### src/rtl/gcr_pkg.sv
// Purpose: Shared constants and types for the global control register bank.
// Assumes: 8-bit register port on mclk at 100 MHz.
// Notes:   Offsets, bit positions, reset values and timing counts live here.
package gcr_pkg;

  ////////////////////////////////////////////////////////////////////////////
  // Register port geometry and offsets.
  localparam int        ADDR_W         = 8;
  localparam int        DATA_W         = 8;
  localparam logic [7:0] OFS_OWN_ADDR  = 8'h00;
  localparam logic [7:0] OFS_SOFT_RST  = 8'h01;
  localparam logic [7:0] OFS_GEN_CFG   = 8'h02;
  localparam logic [7:0] OFS_DEV_STAT  = 8'h04;

  ////////////////////////////////////////////////////////////////////////////
  // Field positions.
  localparam int BIT_OVR_SEL     = 0;
  localparam int ADDR_LSB        = 1;
  localparam int ADDR_MSB        = 7;
  localparam int ADDR_W7         = 7;
  localparam int BIT_ROM_RELOAD  = 2;
  localparam int BIT_FULL_RST    = 1;
  localparam int BIT_LOGIC_RST   = 0;
  localparam int GEN_CFG_W       = 6;
  localparam int BIT_INIT_DONE   = 6;
  localparam int BIT_REFCLK_OK   = 4;

  ////////////////////////////////////////////////////////////////////////////
  // Reset values.
  localparam logic [7:0] RST_OWN_ADDR = 8'h00;
  localparam logic [7:0] RST_GEN_CFG  = 8'h1E;
  localparam logic [7:0] RD_ZERO      = 8'h00;

  ////////////////////////////////////////////////////////////////////////////
  // Port counts and timing.
  localparam int NUM_RX           = 4;
  localparam int NUM_TX           = 2;
  localparam int CLK_PERIOD_NS    = 10;
  localparam int SOFT_RESET_NS    = 100;
  localparam int SOFT_RESET_CYC   = (SOFT_RESET_NS + CLK_PERIOD_NS - 1) / CLK_PERIOD_NS;
  localparam int STRAP_SETTLE_CYC = 4;
  localparam int SETTLE_W         = 3;
  localparam int SYNC_STAGES      = 3;

  ////////////////////////////////////////////////////////////////////////////
  // Types.
  typedef struct packed {
    logic ctrl_en;
    logic unlock_policy;
    logic drive_en;
    logic idle_sel;
    logic parity_en;
    logic refclk_ovr;
  } gcr_gen_cfg_t;

  typedef enum logic [1:0] {TX_RUN, TX_HIZ, TX_LP11, TX_HS0} gcr_tx_state_t;

  typedef enum logic [1:0] {LD_IDLE, LD_START, LD_WAIT} gcr_load_state_t;

endpackage

### src/rtl/gcr_sync3.sv
// Purpose: Three-stage synchroniser for pin inputs with agreement filter.
// Assumes: Inputs are asynchronous to mclk.
// Notes:   The first stage feeds only the second stage.
`timescale 1ns/10ps
module gcr_sync3
  import gcr_pkg::*;
#(
  parameter int W = 1
) (
  // Clock and reset.
  input  wire logic         mclk,
  input  wire logic         rst_n,
  // Pin side.
  input  wire logic [W-1:0] pin_in,
  // Core side.
  output logic      [W-1:0] level_out
);

  logic [W-1:0] s1_ff;
  logic [W-1:0] s2_ff;
  logic [W-1:0] s3_ff;

  always_ff @(posedge mclk or negedge rst_n) begin
    if (!rst_n) begin
      s1_ff <= '0;
      s2_ff <= '0;
      s3_ff <= '0;
    end else begin
      s1_ff <= pin_in;
      s2_ff <= s1_ff;
      s3_ff <= s2_ff;
    end
  end

  // A bit changes only when the second and third stages agree, so a
  // metastable resolution on one edge cannot leak out as a glitch.
  always_ff @(posedge mclk or negedge rst_n) begin
    if (!rst_n) begin
      level_out <= '0;
    end else begin
      for (int i = 0; i < W; i++) begin
        if (s2_ff[i] == s3_ff[i]) begin
          level_out[i] <= s3_ff[i];
        end
      end
    end
  end

endmodule

### src/rtl/gcr_sc_pulse.sv
// Purpose: Self-clearing request timer that holds busy for a fixed span.
// Assumes: start is a one-cycle pulse on mclk.
// Notes:   A start while busy restarts the span.
`timescale 1ns/10ps
module gcr_sc_pulse
  import gcr_pkg::*;
#(
  parameter int CYCLES = SOFT_RESET_CYC
) (
  // Clock and reset.
  input  wire logic mclk,
  input  wire logic rst_n,
  // Request and status.
  input  wire logic start,
  output logic      busy
);

  localparam int CW = $clog2(CYCLES + 1);
  localparam logic [CW-1:0] LOAD = CW'(CYCLES);

  logic [CW-1:0] count_ff;

  always_ff @(posedge mclk or negedge rst_n) begin
    if (!rst_n) begin
      count_ff <= '0;
    end else if (start) begin
      count_ff <= LOAD;
    end else if (count_ff != '0) begin
      count_ff <= count_ff - CW'(1);
    end
  end

  assign busy = (count_ff != '0);

endmodule

### src/rtl/gcr_top.sv
// Purpose: Global control register bank: own bus address, soft resets and
//          ROM reload, general configuration and transmit idle state.
// Assumes: Register port on mclk; ROM loader, reset tree, receivers and
//          transmitters sit outside and meet this block on plain signals.
// Notes:   Read data stand one cycle after the read strobe, only there.
//
// Contract
// RULE1 - Address bits 7:1 always read the bus address currently answered.
// RULE2 - Override clear: address field read-only, shows strap latched at startup.
// RULE3 - Override set: address field writable and replaces the strapped address.
// RULE4 - After reset the address default comes from the sampled strap pins.
// RULE5 - Writing one to bit 2 restarts ROM load; self-clears; zero does nothing.
// RULE6 - Software polls initialization-complete to see reload finish.
// RULE7 - Initialization-complete sets only after configuration load has finished.
// RULE8 - Writing one to bit 1 resets all logic and registers; self-clears.
// RULE9 - Writing one to bit 0 resets logic, keeps registers; self-clears.
// RULE10 - Software prefers logic-only reset to keep configuration.
// RULE11 - Bus controller enabled when bit 5 is one; resets to disabled.
// RULE12 - Policy bit 4 zero and no assigned lock: transmit port high impedance.
// RULE13 - Policy one: port under its own control, rests in LP-11 unlocked.
// RULE14 - Idle select one and drive enable zero: transmit outputs high impedance.
// RULE15 - Idle select zero with no lock: transmit outputs driven to HS-0.
// RULE16 - Bit 1, reset one, enables receiver parity checking.
// RULE17 - Bit 0 set forces reference clock present; clear uses detector.
// RULE18 - Self-clearing bits read one while in progress, then zero.
//
// The plain strobed port was chosen for this implementation.
`timescale 1ns/10ps
module gcr_top
  import gcr_pkg::*;
(
  // Clock and reset.
  input  wire logic                           mclk,
  input  wire logic                           rst_n,
  // Register port.
  input  wire logic [ADDR_W-1:0]              reg_addr,
  input  wire logic [DATA_W-1:0]              reg_wdata,
  input  wire logic                           reg_wr,
  input  wire logic                           reg_rd,
  output logic      [DATA_W-1:0]              reg_rdata,
  // Pins.
  input  wire logic [ADDR_W7-1:0]             strap_addr_pin,
  input  wire logic                           refclk_detect_pin,
  input  wire logic [NUM_RX-1:0]              rx_lock_pin,
  // Same-domain inputs.
  input  wire logic [NUM_TX-1:0][NUM_RX-1:0]  tx_rx_assign,
  input  wire logic                           rom_load_done,
  // Control outputs.
  output logic      [ADDR_W7-1:0]             own_address,
  output logic                                rom_load_start,
  output logic                                logic_reset,
  output logic                                full_reset,
  output logic                                init_done,
  output logic                                i2c_controller_en,
  output logic                                rx_parity_check_en,
  output logic                                refclk_present,
  output gcr_tx_state_t [NUM_TX-1:0]          tx_state
);

  ////////////////////////////////////////////////////////////////////////////
  // Decoding.

  function automatic logic hit(input logic [ADDR_W-1:0] a, input logic [ADDR_W-1:0] ofs);
    hit = (a == ofs);
  endfunction

  function automatic gcr_tx_state_t idle_state(input gcr_gen_cfg_t c, input logic locked);
    if (locked) begin
      idle_state = TX_RUN;
    end else if (!c.unlock_policy) begin
      idle_state = TX_HIZ;                                   // see RULE12
    end else if (c.idle_sel && !c.drive_en) begin
      idle_state = TX_HIZ;                                   // see RULE14
    end else if (!c.idle_sel) begin
      idle_state = TX_HS0;                                   // see RULE15
    end else begin
      idle_state = TX_LP11;                                  // see RULE13
    end
  endfunction

  ////////////////////////////////////////////////////////////////////////////
  // Declarations.

  logic [ADDR_W7-1:0]  strap_sync;
  logic                refclk_sync;
  logic [NUM_RX-1:0]   lock_sync;
  logic [NUM_TX-1:0]   tx_locked;
  logic [ADDR_W7-1:0]  strap_ff;
  logic [SETTLE_W-1:0] settle_ff;
  logic                strap_done_ff;
  logic                ovr_sel_ff;
  logic [ADDR_W7-1:0]  addr_field_ff;
  gcr_gen_cfg_t        gen_cfg_ff;
  gcr_load_state_t     load_state_ff;
  logic                init_done_ff;
  logic                start_ff;
  logic                full_busy;
  logic                logic_busy;
  logic                wr_own;
  logic                wr_soft;
  logic                wr_cfg;
  logic                full_start;
  logic                logic_start;
  logic                reload_req;
  logic [ADDR_W7-1:0]  nxt_own_addr;
  logic [DATA_W-1:0]   nxt_rdata;
  logic [DATA_W-1:0]   rdata_ff;

  ////////////////////////////////////////////////////////////////////////////
  // Pin synchronisers.

  gcr_sync3 #(.W(ADDR_W7)) u_strap_sync (
    .mclk      (mclk),
    .rst_n     (rst_n),
    .pin_in    (strap_addr_pin),
    .level_out (strap_sync)
  );

  gcr_sync3 #(.W(1)) u_refclk_sync (
    .mclk      (mclk),
    .rst_n     (rst_n),
    .pin_in    (refclk_detect_pin),
    .level_out (refclk_sync)
  );

  gcr_sync3 #(.W(NUM_RX)) u_lock_sync (
    .mclk      (mclk),
    .rst_n     (rst_n),
    .pin_in    (rx_lock_pin),
    .level_out (lock_sync)
  );

  ////////////////////////////////////////////////////////////////////////////
  // Write strobes. Register writes are held off while the full reset runs,
  // since the registers themselves are being held at their defaults.
  // Several request bits may be set in one write; each starts its own action.

  assign wr_own      = reg_wr && hit(reg_addr, OFS_OWN_ADDR) && !full_busy;
  assign wr_soft     = reg_wr && hit(reg_addr, OFS_SOFT_RST) && !full_busy;
  assign wr_cfg      = reg_wr && hit(reg_addr, OFS_GEN_CFG) && !full_busy;
  assign full_start  = wr_soft && reg_wdata[BIT_FULL_RST];    // see RULE8
  assign logic_start = wr_soft && reg_wdata[BIT_LOGIC_RST];   // see RULE9
  assign reload_req  = wr_soft && reg_wdata[BIT_ROM_RELOAD];  // see RULE5

  ////////////////////////////////////////////////////////////////////////////
  // Self-clearing soft resets.
  // A second request while a logic reset runs restarts the span, so that reset is
  // stretched by a repeated write but never cut short; a running full reset refuses it.

  gcr_sc_pulse #(.CYCLES(SOFT_RESET_CYC)) u_full_rst (
    .mclk  (mclk),
    .rst_n (rst_n),
    .start (full_start),
    .busy  (full_busy)
  );

  gcr_sc_pulse #(.CYCLES(SOFT_RESET_CYC)) u_logic_rst (
    .mclk  (mclk),
    .rst_n (rst_n),
    .start (logic_start),
    .busy  (logic_busy)
  );

  assign full_reset  = full_busy;                               // see RULE8
  assign logic_reset = full_busy || logic_busy;                 // see RULE9

  ////////////////////////////////////////////////////////////////////////////
  // Strap capture. The strap is taken once, a few cycles after release, so
  // that the synchroniser has filled; a full soft reset does not retake it.

  always_ff @(posedge mclk or negedge rst_n) begin
    if (!rst_n) begin
      settle_ff     <= '0;
      strap_done_ff <= 1'b0;
      strap_ff      <= '0;
    end else if (!strap_done_ff) begin
      if (settle_ff == SETTLE_W'(STRAP_SETTLE_CYC)) begin
        strap_ff      <= strap_sync;                            // see RULE4
        strap_done_ff <= 1'b1;
      end else begin
        settle_ff <= settle_ff + SETTLE_W'(1);
      end
    end
  end

  ////////////////////////////////////////////////////////////////////////////
  // Own bus address register.

  always_ff @(posedge mclk or negedge rst_n) begin
    if (!rst_n) begin
      ovr_sel_ff    <= RST_OWN_ADDR[BIT_OVR_SEL];
      addr_field_ff <= RST_OWN_ADDR[ADDR_MSB:ADDR_LSB];
    end else if (full_start) begin
      ovr_sel_ff    <= RST_OWN_ADDR[BIT_OVR_SEL];
      addr_field_ff <= RST_OWN_ADDR[ADDR_MSB:ADDR_LSB];
    end else if (wr_own) begin
      ovr_sel_ff <= reg_wdata[BIT_OVR_SEL];
      if (reg_wdata[BIT_OVR_SEL]) begin
        addr_field_ff <= reg_wdata[ADDR_MSB:ADDR_LSB];          // see RULE3
      end
    end
  end

  // The field written under override is kept when override is dropped, but
  // it is not answered to; the strap is, see RULE2.
  assign nxt_own_addr = ovr_sel_ff ? addr_field_ff : strap_ff; // see RULE2

  always_ff @(posedge mclk or negedge rst_n) begin
    if (!rst_n) begin
      own_address <= '0;
    end else begin
      own_address <= nxt_own_addr;                              // see RULE3
    end
  end

  ////////////////////////////////////////////////////////////////////////////
  // General configuration register.
  // Bits 7:6 are reserved and not stored, so they always read back as zero.

  always_ff @(posedge mclk or negedge rst_n) begin
    if (!rst_n) begin
      gen_cfg_ff <= gcr_gen_cfg_t'(RST_GEN_CFG[GEN_CFG_W-1:0]);
    end else if (full_start) begin
      gen_cfg_ff <= gcr_gen_cfg_t'(RST_GEN_CFG[GEN_CFG_W-1:0]); // see RULE8
    end else if (wr_cfg) begin
      gen_cfg_ff <= gcr_gen_cfg_t'(reg_wdata[GEN_CFG_W-1:0]);
    end
  end

  always_ff @(posedge mclk or negedge rst_n) begin
    if (!rst_n) begin
      i2c_controller_en  <= 1'b0;
      rx_parity_check_en <= 1'b0;
      refclk_present     <= 1'b0;
    end else begin
      i2c_controller_en  <= gen_cfg_ff.ctrl_en;                 // see RULE11
      rx_parity_check_en <= gen_cfg_ff.parity_en;               // see RULE16
      refclk_present     <= gen_cfg_ff.refclk_ovr | refclk_sync; // see RULE17
    end
  end

  ////////////////////////////////////////////////////////////////////////////
  // Transmit idle state, one per transmit port.
  // A port counts as locked when any receiver assigned to it is locked. The
  // mask is a same-clock level, so a new assignment acts on the next edge.

  for (genvar t = 0; t < NUM_TX; t++) begin : g_tx
    assign tx_locked[t] = |(tx_rx_assign[t] & lock_sync);          // see RULE12
    always_ff @(posedge mclk or negedge rst_n) begin
      if (!rst_n) begin
        tx_state[t] <= TX_HIZ;
      end else begin
        tx_state[t] <= idle_state(gen_cfg_ff, tx_locked[t]);
      end
    end
  end

  ////////////////////////////////////////////////////////////////////////////
  // ROM load sequencer. Loading starts on its own after reset and again on a
  // reload request or a full soft reset. A request while a load runs is
  // absorbed into it, so the flag never drops between two loads.
  // The loader must answer: a done pulse that never comes leaves the flag
  // low for good, which software sees as a load still in progress.

  always_ff @(posedge mclk or negedge rst_n) begin
    if (!rst_n) begin
      load_state_ff <= LD_START;
    end else begin
      case (load_state_ff)
        LD_IDLE: begin
          if (reload_req || full_start) begin
            load_state_ff <= LD_START;                          // see RULE5
          end
        end
        LD_START: begin
          load_state_ff <= LD_WAIT;
        end
        LD_WAIT: begin
          if (rom_load_done) begin
            load_state_ff <= LD_IDLE;
          end
        end
        default: begin
          load_state_ff <= LD_IDLE;
        end
      endcase
    end
  end

  always_ff @(posedge mclk or negedge rst_n) begin
    if (!rst_n) begin
      start_ff <= 1'b0;
    end else begin
      start_ff <= (load_state_ff == LD_START);
    end
  end

  assign rom_load_start = start_ff;

  always_ff @(posedge mclk or negedge rst_n) begin
    if (!rst_n) begin
      init_done_ff <= 1'b0;
    end else if (load_state_ff == LD_WAIT && rom_load_done) begin
      init_done_ff <= 1'b1;                                     // see RULE7
    end else if (load_state_ff == LD_START) begin
      init_done_ff <= 1'b0;                                     // see RULE6
    end
  end

  assign init_done = init_done_ff;

  ////////////////////////////////////////////////////////////////////////////
  // Read path. Data are registered and held only for the cycle after the
  // strobe; unmapped offsets and reserved bits read as zero.
  // Status is taken at the strobe edge, so a poll shows the state of the
  // cycle in which it was asked, one cycle before the data stand.

  always_comb begin
    nxt_rdata = RD_ZERO;
    if (hit(reg_addr, OFS_OWN_ADDR)) begin
      nxt_rdata[ADDR_MSB:ADDR_LSB] = nxt_own_addr;              // see RULE1
      nxt_rdata[BIT_OVR_SEL]       = ovr_sel_ff;
    end else if (hit(reg_addr, OFS_SOFT_RST)) begin
      nxt_rdata[BIT_ROM_RELOAD] = (load_state_ff != LD_IDLE);   // see RULE18
      nxt_rdata[BIT_FULL_RST]   = full_busy;                    // see RULE18
      nxt_rdata[BIT_LOGIC_RST]  = logic_busy;                   // see RULE18
    end else if (hit(reg_addr, OFS_GEN_CFG)) begin
      nxt_rdata[GEN_CFG_W-1:0] = gen_cfg_ff;
    end else if (hit(reg_addr, OFS_DEV_STAT)) begin
      nxt_rdata[BIT_INIT_DONE] = init_done_ff;                  // see RULE6
      nxt_rdata[BIT_REFCLK_OK] = refclk_present;
    end
  end

  always_ff @(posedge mclk or negedge rst_n) begin
    if (!rst_n) begin
      rdata_ff <= RD_ZERO;
    end else if (reg_rd) begin
      rdata_ff <= nxt_rdata;
    end else begin
      rdata_ff <= RD_ZERO;
    end
  end

  assign reg_rdata = rdata_ff;

endmodule

### config.mk
export PLATFORM = sky130hd
export DESIGN_NAME = gcr_top
export DESIGN_NICKNAME = d
export VERILOG_FILES = /design/src/rtl/gcr_pkg.sv /design/src/rtl/gcr_sync3.sv /design/src/rtl/gcr_sc_pulse.sv /design/src/rtl/gcr_top.sv
export SDC_FILE = /design/constraint.sdc
export NUM_CORES = 1
export LEC_CHECK = 0
export BUFFER_PORTS_ARGS = -buffer_cell sky130_fd_sc_hd__buf_4
export CAP_MARGIN = 10
export CORE_MARGIN = 2
export CORE_UTILIZATION = 45
export DETAILED_ROUTE_END_ITERATION = 12
export PLACE_DENSITY = 0.66
export SLEW_MARGIN = 20
export SYNTH_ARGS = -nofsm -noshare
export SYNTH_HDL_FRONTEND = slang
export SYNTH_SLANG_ARGS = --single-unit
export TNS_END_PERCENT = 100
### constraint.sdc
create_clock -name mclk -period 2.3 [get_ports mclk]
set_input_delay 0.115 -clock mclk [delete_from_list [all_inputs] [get_ports mclk]]
set_output_delay 0.115 -clock mclk [all_outputs]
set_load 0.1 [all_outputs]
# Word-level counts from Yosys, hierarchy flattened
# Cells that the tools add are included.
totals:
  register_bits: 107
  inputBits: 41
  out_inout_bits: 26
  wordCells: 139
op_classes:
  n_addsub: 3
  eq_ne: 20
  mux: 35
  bitwise: 5
  n_reduce_logical: 32
ops:
  columns: ["cell", "count"]
  rows:
  - ["$mux W7", 5]
  - ["$mux W4", 6]
  - ["$reduce_bool A2 Y1", 7]
  - ["$mux W1", 13]
  - ["$eq A1 B1 Y1", 12]
  - ["$mux W2", 6]
  - ["$mux W6", 2]
  - ["$logic_and A1 B1 Y1", 11]
  - ["$and A4 B4 Y4", 2]
  - ["$eq A8 B1 Y1 const B", 1]
  - ["$eq A8 B2 Y1 const B", 1]
  - ["$eq A8 B3 Y1 const B", 1]
  - ["$logic_not A8 Y1", 1]
  - ["$mux W8", 1]
  - ["$reduce_and A2 Y1", 4]
  - ["$reduce_bool A4 Y1", 2]
  - ["$reduce_or A4 Y1", 2]
  - ["$sub A4 B1 Y4 const B", 2]
  - ["$pmux W2 S3", 1]
  - ["$ne A2 B2 Y1 const B", 2]
  - ["$add A3 B1 Y3 const B", 1]
  - ["$eq A3 B3 Y1 const B", 1]
  - ["$mux W3", 1]
  - ["$eq A2 B1 Y1 const B", 1]
  - ["6 further kinds", 9]

# Logic depth before layout (Yosys ltp)
# Gate-level depths: netlist of the first run.
depth:
  ltp_word: 7
  mapped_depth: 7
  ltp_nobuf: 6

# Hierarchy
# Synthesis of the first run repeated with hierarchy kept, for this count alone.
hier_totals:
  cells_unflattened: 300
  hier_area_um2: 4001.3
by_module_without_submodules:
  columns: ["mod", "n_inst", "cells_each", "area_per_inst_um2", "seq_area_each_um2"]
  rows:
  - ["gcr_top", 1, 194, 2204.6, 1285.0]
  - ["gcr_sync3 at u_strap_sync", 1, 35, 779.5, 700.7]
  - ["gcr_sc_pulse", 2, 23, 230.2, 100.1]
  - ["gcr_sync3 at u_lock_sync", 1, 20, 445.4, 400.4]
  - ["gcr_sync3 at u_refclk_sync", 1, 5, 111.4, 100.1]

# Worst setup path after synthesis of the first run
# No wires, ideal clock.
synth_path:
  path_kind: "reg-to-reg"
  startpoint: "register u_full_rst.count_ff[0]"
  endpoint: "register u_full_rst.count_ff[0]"
  setup_ns: 0.064
  t_arrival_ns: 1.773
  required_ns: 2.236
  setup_slack_ns: 0.463
  path_stages_with_launch: 7
  path_buffers: 0
  synth_period_minus_slack_ns: 1.837
  path_cell_list: "dfrtp_1 inv_1 ha_1 nor3b_2 inv_1 nor2_1 a21o_1"
synth_between:
  elab_chain_len: 5
  elab_cells_between_ends: 8
  classes_between: "add/sub: 1; mux: 2; reduce/logical: 5"
synth_lines:
  columns: ["element", "line_no", "text"]
  rows:
  - ["start, declared", "gcr_sc_pulse.sv:21", "logic [CW-1:0] count_ff;"]
  - ["start signal, assigned", "gcr_sc_pulse.sv:29", "count_ff <= count_ff - CW'(1);"]
  - ["$reduce_bool A4 Y1 (*)", "gcr_sc_pulse.sv:33", "assign busy = (count_ff != '0);"]
  - ["via full_reset", "gcr_top.sv:52", "output logic full_reset,"]
  - ["$logic_not A1 Y1", "gcr_top.sv:139", "assign wr_soft = reg_wr && hit(reg_addr, OFS_SOFT_RST) && !full_busy;"]
  - ["$logic_and A1 B1 Y1", "gcr_top.sv:139", null]
  - ["$logic_and A1 B1 Y1", "gcr_top.sv:141", "assign full_start = wr_soft && reg_wdata[BIT_FULL_RST];"]
  - ["$mux W4 or $reduce_bool A2 Y1 (tied branches)", null, null]
# The timed path passes the listed nets; every way through them passes the cells marked *. The select of a mux whose other input is x is not followed.
# A chain may end at the register's enable or synchronous reset.

# Worst setup path after layout of the first run
layout_path:
  startpoint: "register u_full_rst.count_ff[0]"
  endpoint: "output port full_reset"
layout_between:
  elab_chain_len: 1
layout_lines:
  columns: ["element", "line_no"]
  rows:
  - ["$reduce_bool A4 Y1", "gcr_sc_pulse.sv:33"]
  - ["end, declared", "gcr_top.sv:52"]
# Every way passes these cells.

==> impl_metrics.tcl, run 1 <==
set metrics [dict create \
    vdd_ir_drop_max_mv 0.459 \
    totalWireLength_microns 7010 \
    cts_made_buffers 9 \
    ys_ff_latch 107 \
    worstSetupPathType "flip-flop to primary output" \
    clock-skew-final_ns 0.00901 \
    combPwrFrac_pct 19.8 \
    cts_root_buf "clkbuf_8" \
    grt_max_degree 52 \
    fin_cells 482 \
    viasPerCell 5.04 \
    grt.total_usage_pct 16.1 \
    vias 2428 \
    die_h_microns 97.1 \
    final_max_slew_viol_count 0 \
    drive_above_1_share_pct 29.7 \
    cp_max_fo 8 \
    core_area_sq_um 8300 \
    final_antenna_net_count 0 \
    max_freq_mhz 502 \
    synth_ff_type "dfrtp_1" \
    hold_path.class "input port to flip-flop" \
    cap_violations 0 \
    n_antenna_cell 0 \
    drc_errors 0 \
    relSlewSlack_pct 58.3 \
    syn_area_per_cell_sq_um 14.1 \
    pin_count 67 \
    rows 33 \
    first_pass_iters 4 \
    grt_pass1_vias 2453 \
    pwr-share-seq_pct 53.4 \
    fin_util_pct 59.5 \
    synth_nets 323 \
    layout_setup_ws_ns 0.309 \
    fin_nets 418 \
    clkSlewWorstSetupHoldPaths_ns 0.10 \
    startpoint "u_full_rst.count_ff[0]$_DFFE_PN0P_" \
    wl_per_cell_microns 14.5 \
    hold_start "reg_wdata[2]" \
    critical_path_arrival_ns 1.88 \
    place_inst 444 \
    dieWidth_microns 97.1 \
    syn_inst 277 \
    power.leakage_nw 2.28 \
    grt_first_pass_wirelength_microns 11900 \
    synthArstFlopShare_pct 100 \
    yosysSeqAreaShare_pct 68.8 \
    setup_viol 0 \
    power_mw 4.03 \
    cts_tree "done" \
    power_density_nw_per_um2 816 \
    clk_latency_ns 0.37 \
    hpwl_microns 4940 \
    worst_setup_path_start_kind "flip-flop" \
    area_growth_pct 26.5 \
    clockBufferDepth 2 \
    worst_pin_slew_ns 0.625 \
    cts_htree_levels 3 \
    antenna_found_initial 0 \
    r2r_slack_ns 0.51 \
    post-route-period-util_pct 86.6 \
    place_congestion 0.835 \
    finalCriticalPeriod_ns 1.99 \
    tns_ns 0 \
    synth_cell_types 49 \
    pre_cts_ws_ns 0.534 \
    drt_iter0_drc 105 \
    portBuffers 66 \
    synth-edff-count 0 \
    rsz0062_at_grt "no" \
    syn_area_sq_um 3900 \
    hold_violations 0 \
    start_util_pct 47.0 \
    outcome "completed" \
    cts_num_sinks 107 \
    power_switching_mw 1.25 \
    worst_setup_path_end_kind "primary output" \
    synth_warnings 0 \
    cell_internal_pwr_mw 2.78 \
    clockPowerShare_pct 26.8 \
    die_area_sq_um 9430 \
    required_ns 2.18 \
    fillers 682 \
    r2r-start "u_full_rst.count_ff[0]$_DFFE_PN0P_" \
    grt_overflow 0 \
    p_sw_share_pct 30.9 \
]
## layer usage
layer  global-route usage (%)  routed length [microns]  share of wire (%)  vias up
met5                        0                        0                  0        -
met3                     5.25                      381                5.4       12
met2                     25.1                     3310                 47       60
li1                         -                        -                  -     1159
met4                     6.39                      150                2.1        0
met1                     21.1                     3160                 45     1197
## stage by stage
step	hold slack [ns]	area (sq um)
global route	0.00738	4940
floorplan	-0.181	3900
CTS	0.00268	4930
detailed placement	0.176	4520
finish	0.0132	4940
global placement	0.180	4520
## worst max-delay path, stage by stage, from the launching register on
cell and delay (ns):
dfrtp_1 0.40, inv_1 0.10, ha_1 0.20, nor3b_2 0.43
inv_1 0.11, buf_4 0.25
## kinds of logic after synthesis
logic type | synth area share, %
buf+inv | 2.28
fa+ha+maj | 4.68
flops | 68.8
mux | 4.84
xor+xnor | 0.898
simple gates | 10.1
compound gates | 8.40
## worst paths after layout
check / to / cells past startpoint
min in group asynchronous: u_lock_sync.s3_ff[3]$_DFF_PN0_ / 2
setup reg to reg: gen_cfg_ff[0]$_DFFE_PN0P_ / 6
setup / recovery: full_reset / 5
max in group asynchronous: refclk_present$_DFF_PN0_ / 3
hold / removal: gen_cfg_ff[2]$_DFFE_PN1P_ / 2
hold reg to reg: u_lock_sync.s2_ff[1]$_DFF_PN0_ / 0
## area by class of cell
type	count	area [sq um]	area share, %
timing repair buffer	90	743	15.1
tap	105	131	2.66
clock buffer	10	128	2.59
multi-input combinational	149	1130	22.9
sequential	107	2690	54.4
inverter	15	56.3	1.14
clock inverter	6	58.8	1.19
## state kept, by name (all words and copies together), names as in the netlist, 3 cells and up
register                flops
settle_ff                   3
u_strap_sync.level_out      7
u_strap_sync.s2_ff          7
u_full_rst.count_ff         4
addr_field_ff               7
reg_rdata                   8
u_logic_rst.count_ff        4
u_lock_sync.level_out       4
u_lock_sync.s1_ff           4
u_strap_sync.s1_ff          7
own_address                 7
u_strap_sync.s3_ff          7
u_lock_sync.s3_ff           4
gen_cfg_ff                  6
tx_state                    4
strap_ff                    7
u_lock_sync.s2_ff           4
## cells in the mapped netlist (2+ instances only)
cell type,n,area [sq um]
dfrtp_1,100,2500
nor2_1,19,71.3
nand2_1,17,63.8
inv_1,15,56.3
maj3_1,12,120
mux2_2,12,135
a21oi_1,8,40.0
a22o_1,7,61.3
dfstp_2,7,184
ha_1,5,62.6
a211o_1,4,35.0
a22oi_1,4,30.0
nand3_1,4,20.0
o21ai_0,4,20.0
o22a_1,4,35.0
xnor2_1,4,35.0
a2111oi_0,3,26.3
a21o_1,3,22.5
mux2_1,3,33.8
a31oi_1,2,12.5
buf_2,2,10.0
clkbuf_1,2,7.51
mux2i_1,2,20.0
nand3b_1,2,15.0
nand4_1,2,12.5
nor2b_1,2,12.5
nor3_1,2,10.0
nor3b_1,2,15.0
o211ai_1,2,15.0
or2_2,2,12.5
or3_1,2,12.5
## power groups by stage
stage / Sequential [mW] / Combinational, mW / Clock, mW
floorplan: 2.30 / 0.422 / 0
finish: 2.15 / 0.798 / 1.08
global placement: 2.18 / 0.757 / 0
detailed placement: 2.18 / 0.774 / 0
global route: 2.17 / 0.881 / 1.20
CTS: 2.15 / 0.805 / 1.11
## layout by cell type (no fill, tap or decap), drive strengths merged, types with 3 or more instances in the layout
cell / synthesis / routed
o21ai: 5 / 5
a2111oi: 3 / 3
nand3: 4 / 4
a21o: 3 / 3
dfstp: 7 / 7
or2: 3 / 3
ha: 5 / 5
nor2: 20 / 20
o22a: 4 / 4
xnor2: 4 / 4
nor3b: 4 / 4
a211o: 4 / 4
dfrtp: 100 / 100
clkbuf: 2 / 10
a22oi: 4 / 4
nand2: 17 / 17
a21oi: 8 / 8
maj3: 12 / 12
inv: 15 / 18
mux2: 15 / 15
nand4: 3 / 3
a22o: 7 / 7
buf: 4 / 68
dlygate4sd3: 0 / 22
nor3: 3 / 3
## what timing repair did
item / CTS / global route
hold endpoints to repair: 64 / 0
setup endpoints to repair: 0 / 1
setup buffers: 0 / 0
resized for setup: 0 / 1
hold buffers: 22 / 0
Note: power is estimated with default switching activity, not from simulation.
==> run 2, diff against run 1 <==
==> constraint.sdc (replaced) <==
create_clock -name mclk -period 2.15 [get_ports mclk]
set_input_delay 0.1075 -clock mclk [delete_from_list [all_inputs] [get_ports mclk]]
set_output_delay 0.1075 -clock mclk [all_outputs]
set_load 0.1 [all_outputs]
==> run 2 against run 1 <==
  * Die area did not move
  * Critical path depth is the same
  * Cell count up 0.41%
  * Largest power group unchanged
  * Highest routed layer unchanged
==> impl_metrics.tcl, run 2 (synthesized netlist as in run 1, its figures left out) <==
set metrics [dict create \
    critical_path_arrival_ns 1.89 \
    totalWireLength_microns 7130 \
    core_area_sq_um 8300 \
    hold_path.class "input port to flip-flop" \
    design_area_sq_um 4940 \
    cts_tree "done" \
    power.leakage_nw 2.29 \
    tns_ns 0 \
    worst_setup_path_start_kind "flip-flop" \
    required_ns 2.04 \
    place_congestion 0.824 \
    grt_first_pass_wirelength_microns 11900 \
    drive_above_1_share_pct 30.3 \
    grt_max_degree 55 \
    relSlewSlack_pct 57.5 \
    combPwrFrac_pct 20.0 \
    final_antenna_net_count 0 \
    path_cells "inv_1, ha_1, nor3b_2, inv_1, buf_4" \
    drc_errors 0 \
    seq_area_sq_um 2690 \
    area_growth_pct 26.5 \
    finalCriticalPeriod_ns 1.99 \
    clk_latency_ns 0.36 \
    post_cts_buffers 0 \
    final_max_slew_viol_count 0 \
    cp_slowest_stage_delay_ns 0.43 \
    power_density_nw_per_um2 881 \
    post-route-period-util_pct 92.8 \
    final_cell_mix "100 x dfrtp_1, 71 x buf_4, 21 x dlygate4sd3_1, 19 x nor2_1, 17 x nand2_1" \
    n_antenna_cell 0 \
    pin_count 67 \
    place_area_sq_um 4530 \
    clockBufferDepth 2 \
    worst_pin_slew_ns 0.638 \
    worst_setup_path_end_kind "primary output" \
    largest_reg_flops 8 \
    hold_ws_ns 0.0135 \
    final_common_cell "dfrtp_1" \
    max_freq_mhz 501 \
    layout_setup_ws_ns 0.155 \
    fin_nets 420 \
    p_sw_share_pct 30.7 \
    worstSetupPathType "flip-flop to primary output" \
    wl_per_cell_microns 14.7 \
    setup_viol 0 \
    vias 2456 \
    pre_cts_ws_ns 0.385 \
    fillers 656 \
    path_common_cell "inv_1" \
    multi_input_area_sq_um 1130 \
    cts_root_buf "clkbuf_8" \
    cap_violations 0 \
    pwr-share-seq_pct 52.8 \
    critical-path-top-delay-family "buffers and inverters" \
    clkSlewWorstSetupHoldPaths_ns 0.11 \
    clock-skew-final_ns 0.0120 \
    clockPowerShare_pct 27.1 \
    dieWidth_microns 97.1 \
    antenna_found_initial 0 \
    hold_violations 0 \
    grt.total_usage_pct 16.1 \
    die_area_sq_um 9430 \
    die_h_microns 97.1 \
    critPathBufInv 3 \
    start_util_pct 47.0 \
    cts_made_buffers 9 \
    cp_max_fo 8 \
    cts_htree_levels 3 \
    outcome "completed" \
    portBuffers 66 \
    vdd_ir_drop_max_mv 0.363 \
    first_pass_iters 4 \
    power_switching_mw 1.34 \
    cell_internal_pwr_mw 3.01 \
    fin_util_pct 59.5 \
    rsz0062_at_grt "no" \
    grt_overflow 0 \
    hpwl_microns 5090 \
    cts_num_sinks 107 \
    grt_pass1_vias 2441 \
    drt_iter0_drc 75 \
    rows 33 \
    viasPerCell 5.07 \
    critical_path.slowest_cell "nor3b_2" \
]
## run 2: worst paths after layout
check	start	end	slack, ns	cells after the start
hold reg to reg	u_strap_sync.s1_ff[6]$_DFF_PN0_	u_strap_sync.s2_ff[6]$_DFF_PN0_	0.36	0
min in group asynchronous	rst_n	u_lock_sync.s3_ff[3]$_DFF_PN0_	0.30	2
max in group asynchronous	rst_n	load_state_ff[0]$_DFFE_PN1P_	1.16	3
setup / recovery	u_full_rst.count_ff[0]$_DFFE_PN0P_	full_reset	0.16	5
hold / removal	tx_rx_assign[1]	tx_state[0]$_DFF_PN1_	0.01	4
setup reg to reg	u_full_rst.count_ff[0]$_DFFE_PN0P_	gen_cfg_ff[0]$_DFFE_PN0P_	0.33	6
## run 2: worst min-delay path, stage by stage
cell and delay, ns:
buf_4 0.08, a22oi_1 0.06, nand2_1 0.09, a31oi_1 0.04
## run 2: metrics by stage
stage / power (mW) / std cells
after global placement: 3.15 / 447
final: 4.35 / 484
after CTS: 4.39 / 483
after detailed placement: 3.18 / 447
after global routing: 4.58 / 484
after floorplan: 2.91 / 277
## run 2: layout make-up
type	instances	area share [%]
Sequential cell	107	54.4
Clock buffer	10	2.79
Inverter	15	1.14
Timing Repair Buffer	92	15.1
Tap cell	105	2.66
Clock inverter	6	1.09
Multi-Input combinational cell	149	22.8
## run 2: layer usage
layer  track usage (%)  wire length, microns  part of all wire (%)
met1              22.3                  3220                    45
met2              24.0                  3410                    48
met3              4.68                   366                   5.1
met4              6.72                   136                   1.9
met5                 0                     0                     0
## run 2: timing repair
item / in CTS / in global routing
endpoints found under the hold margin: 67 / 1
setup endpoints to repair: 0 / 0
gates resized for setup: 0 / 0
hold buffers: 20 / 1
## run 2: power by group through the flow
stage          Combinational (mW)  Clock, mW  Sequential, mW
2_1_floorplan               0.451          0            2.46
3_3_place_gp                0.822          0            2.33
3_5_place_dp                0.841          0            2.34
4_1_cts                     0.875       1.21            2.30
5_1_grt                     0.948       1.31            2.32
6_report                    0.871       1.18            2.30
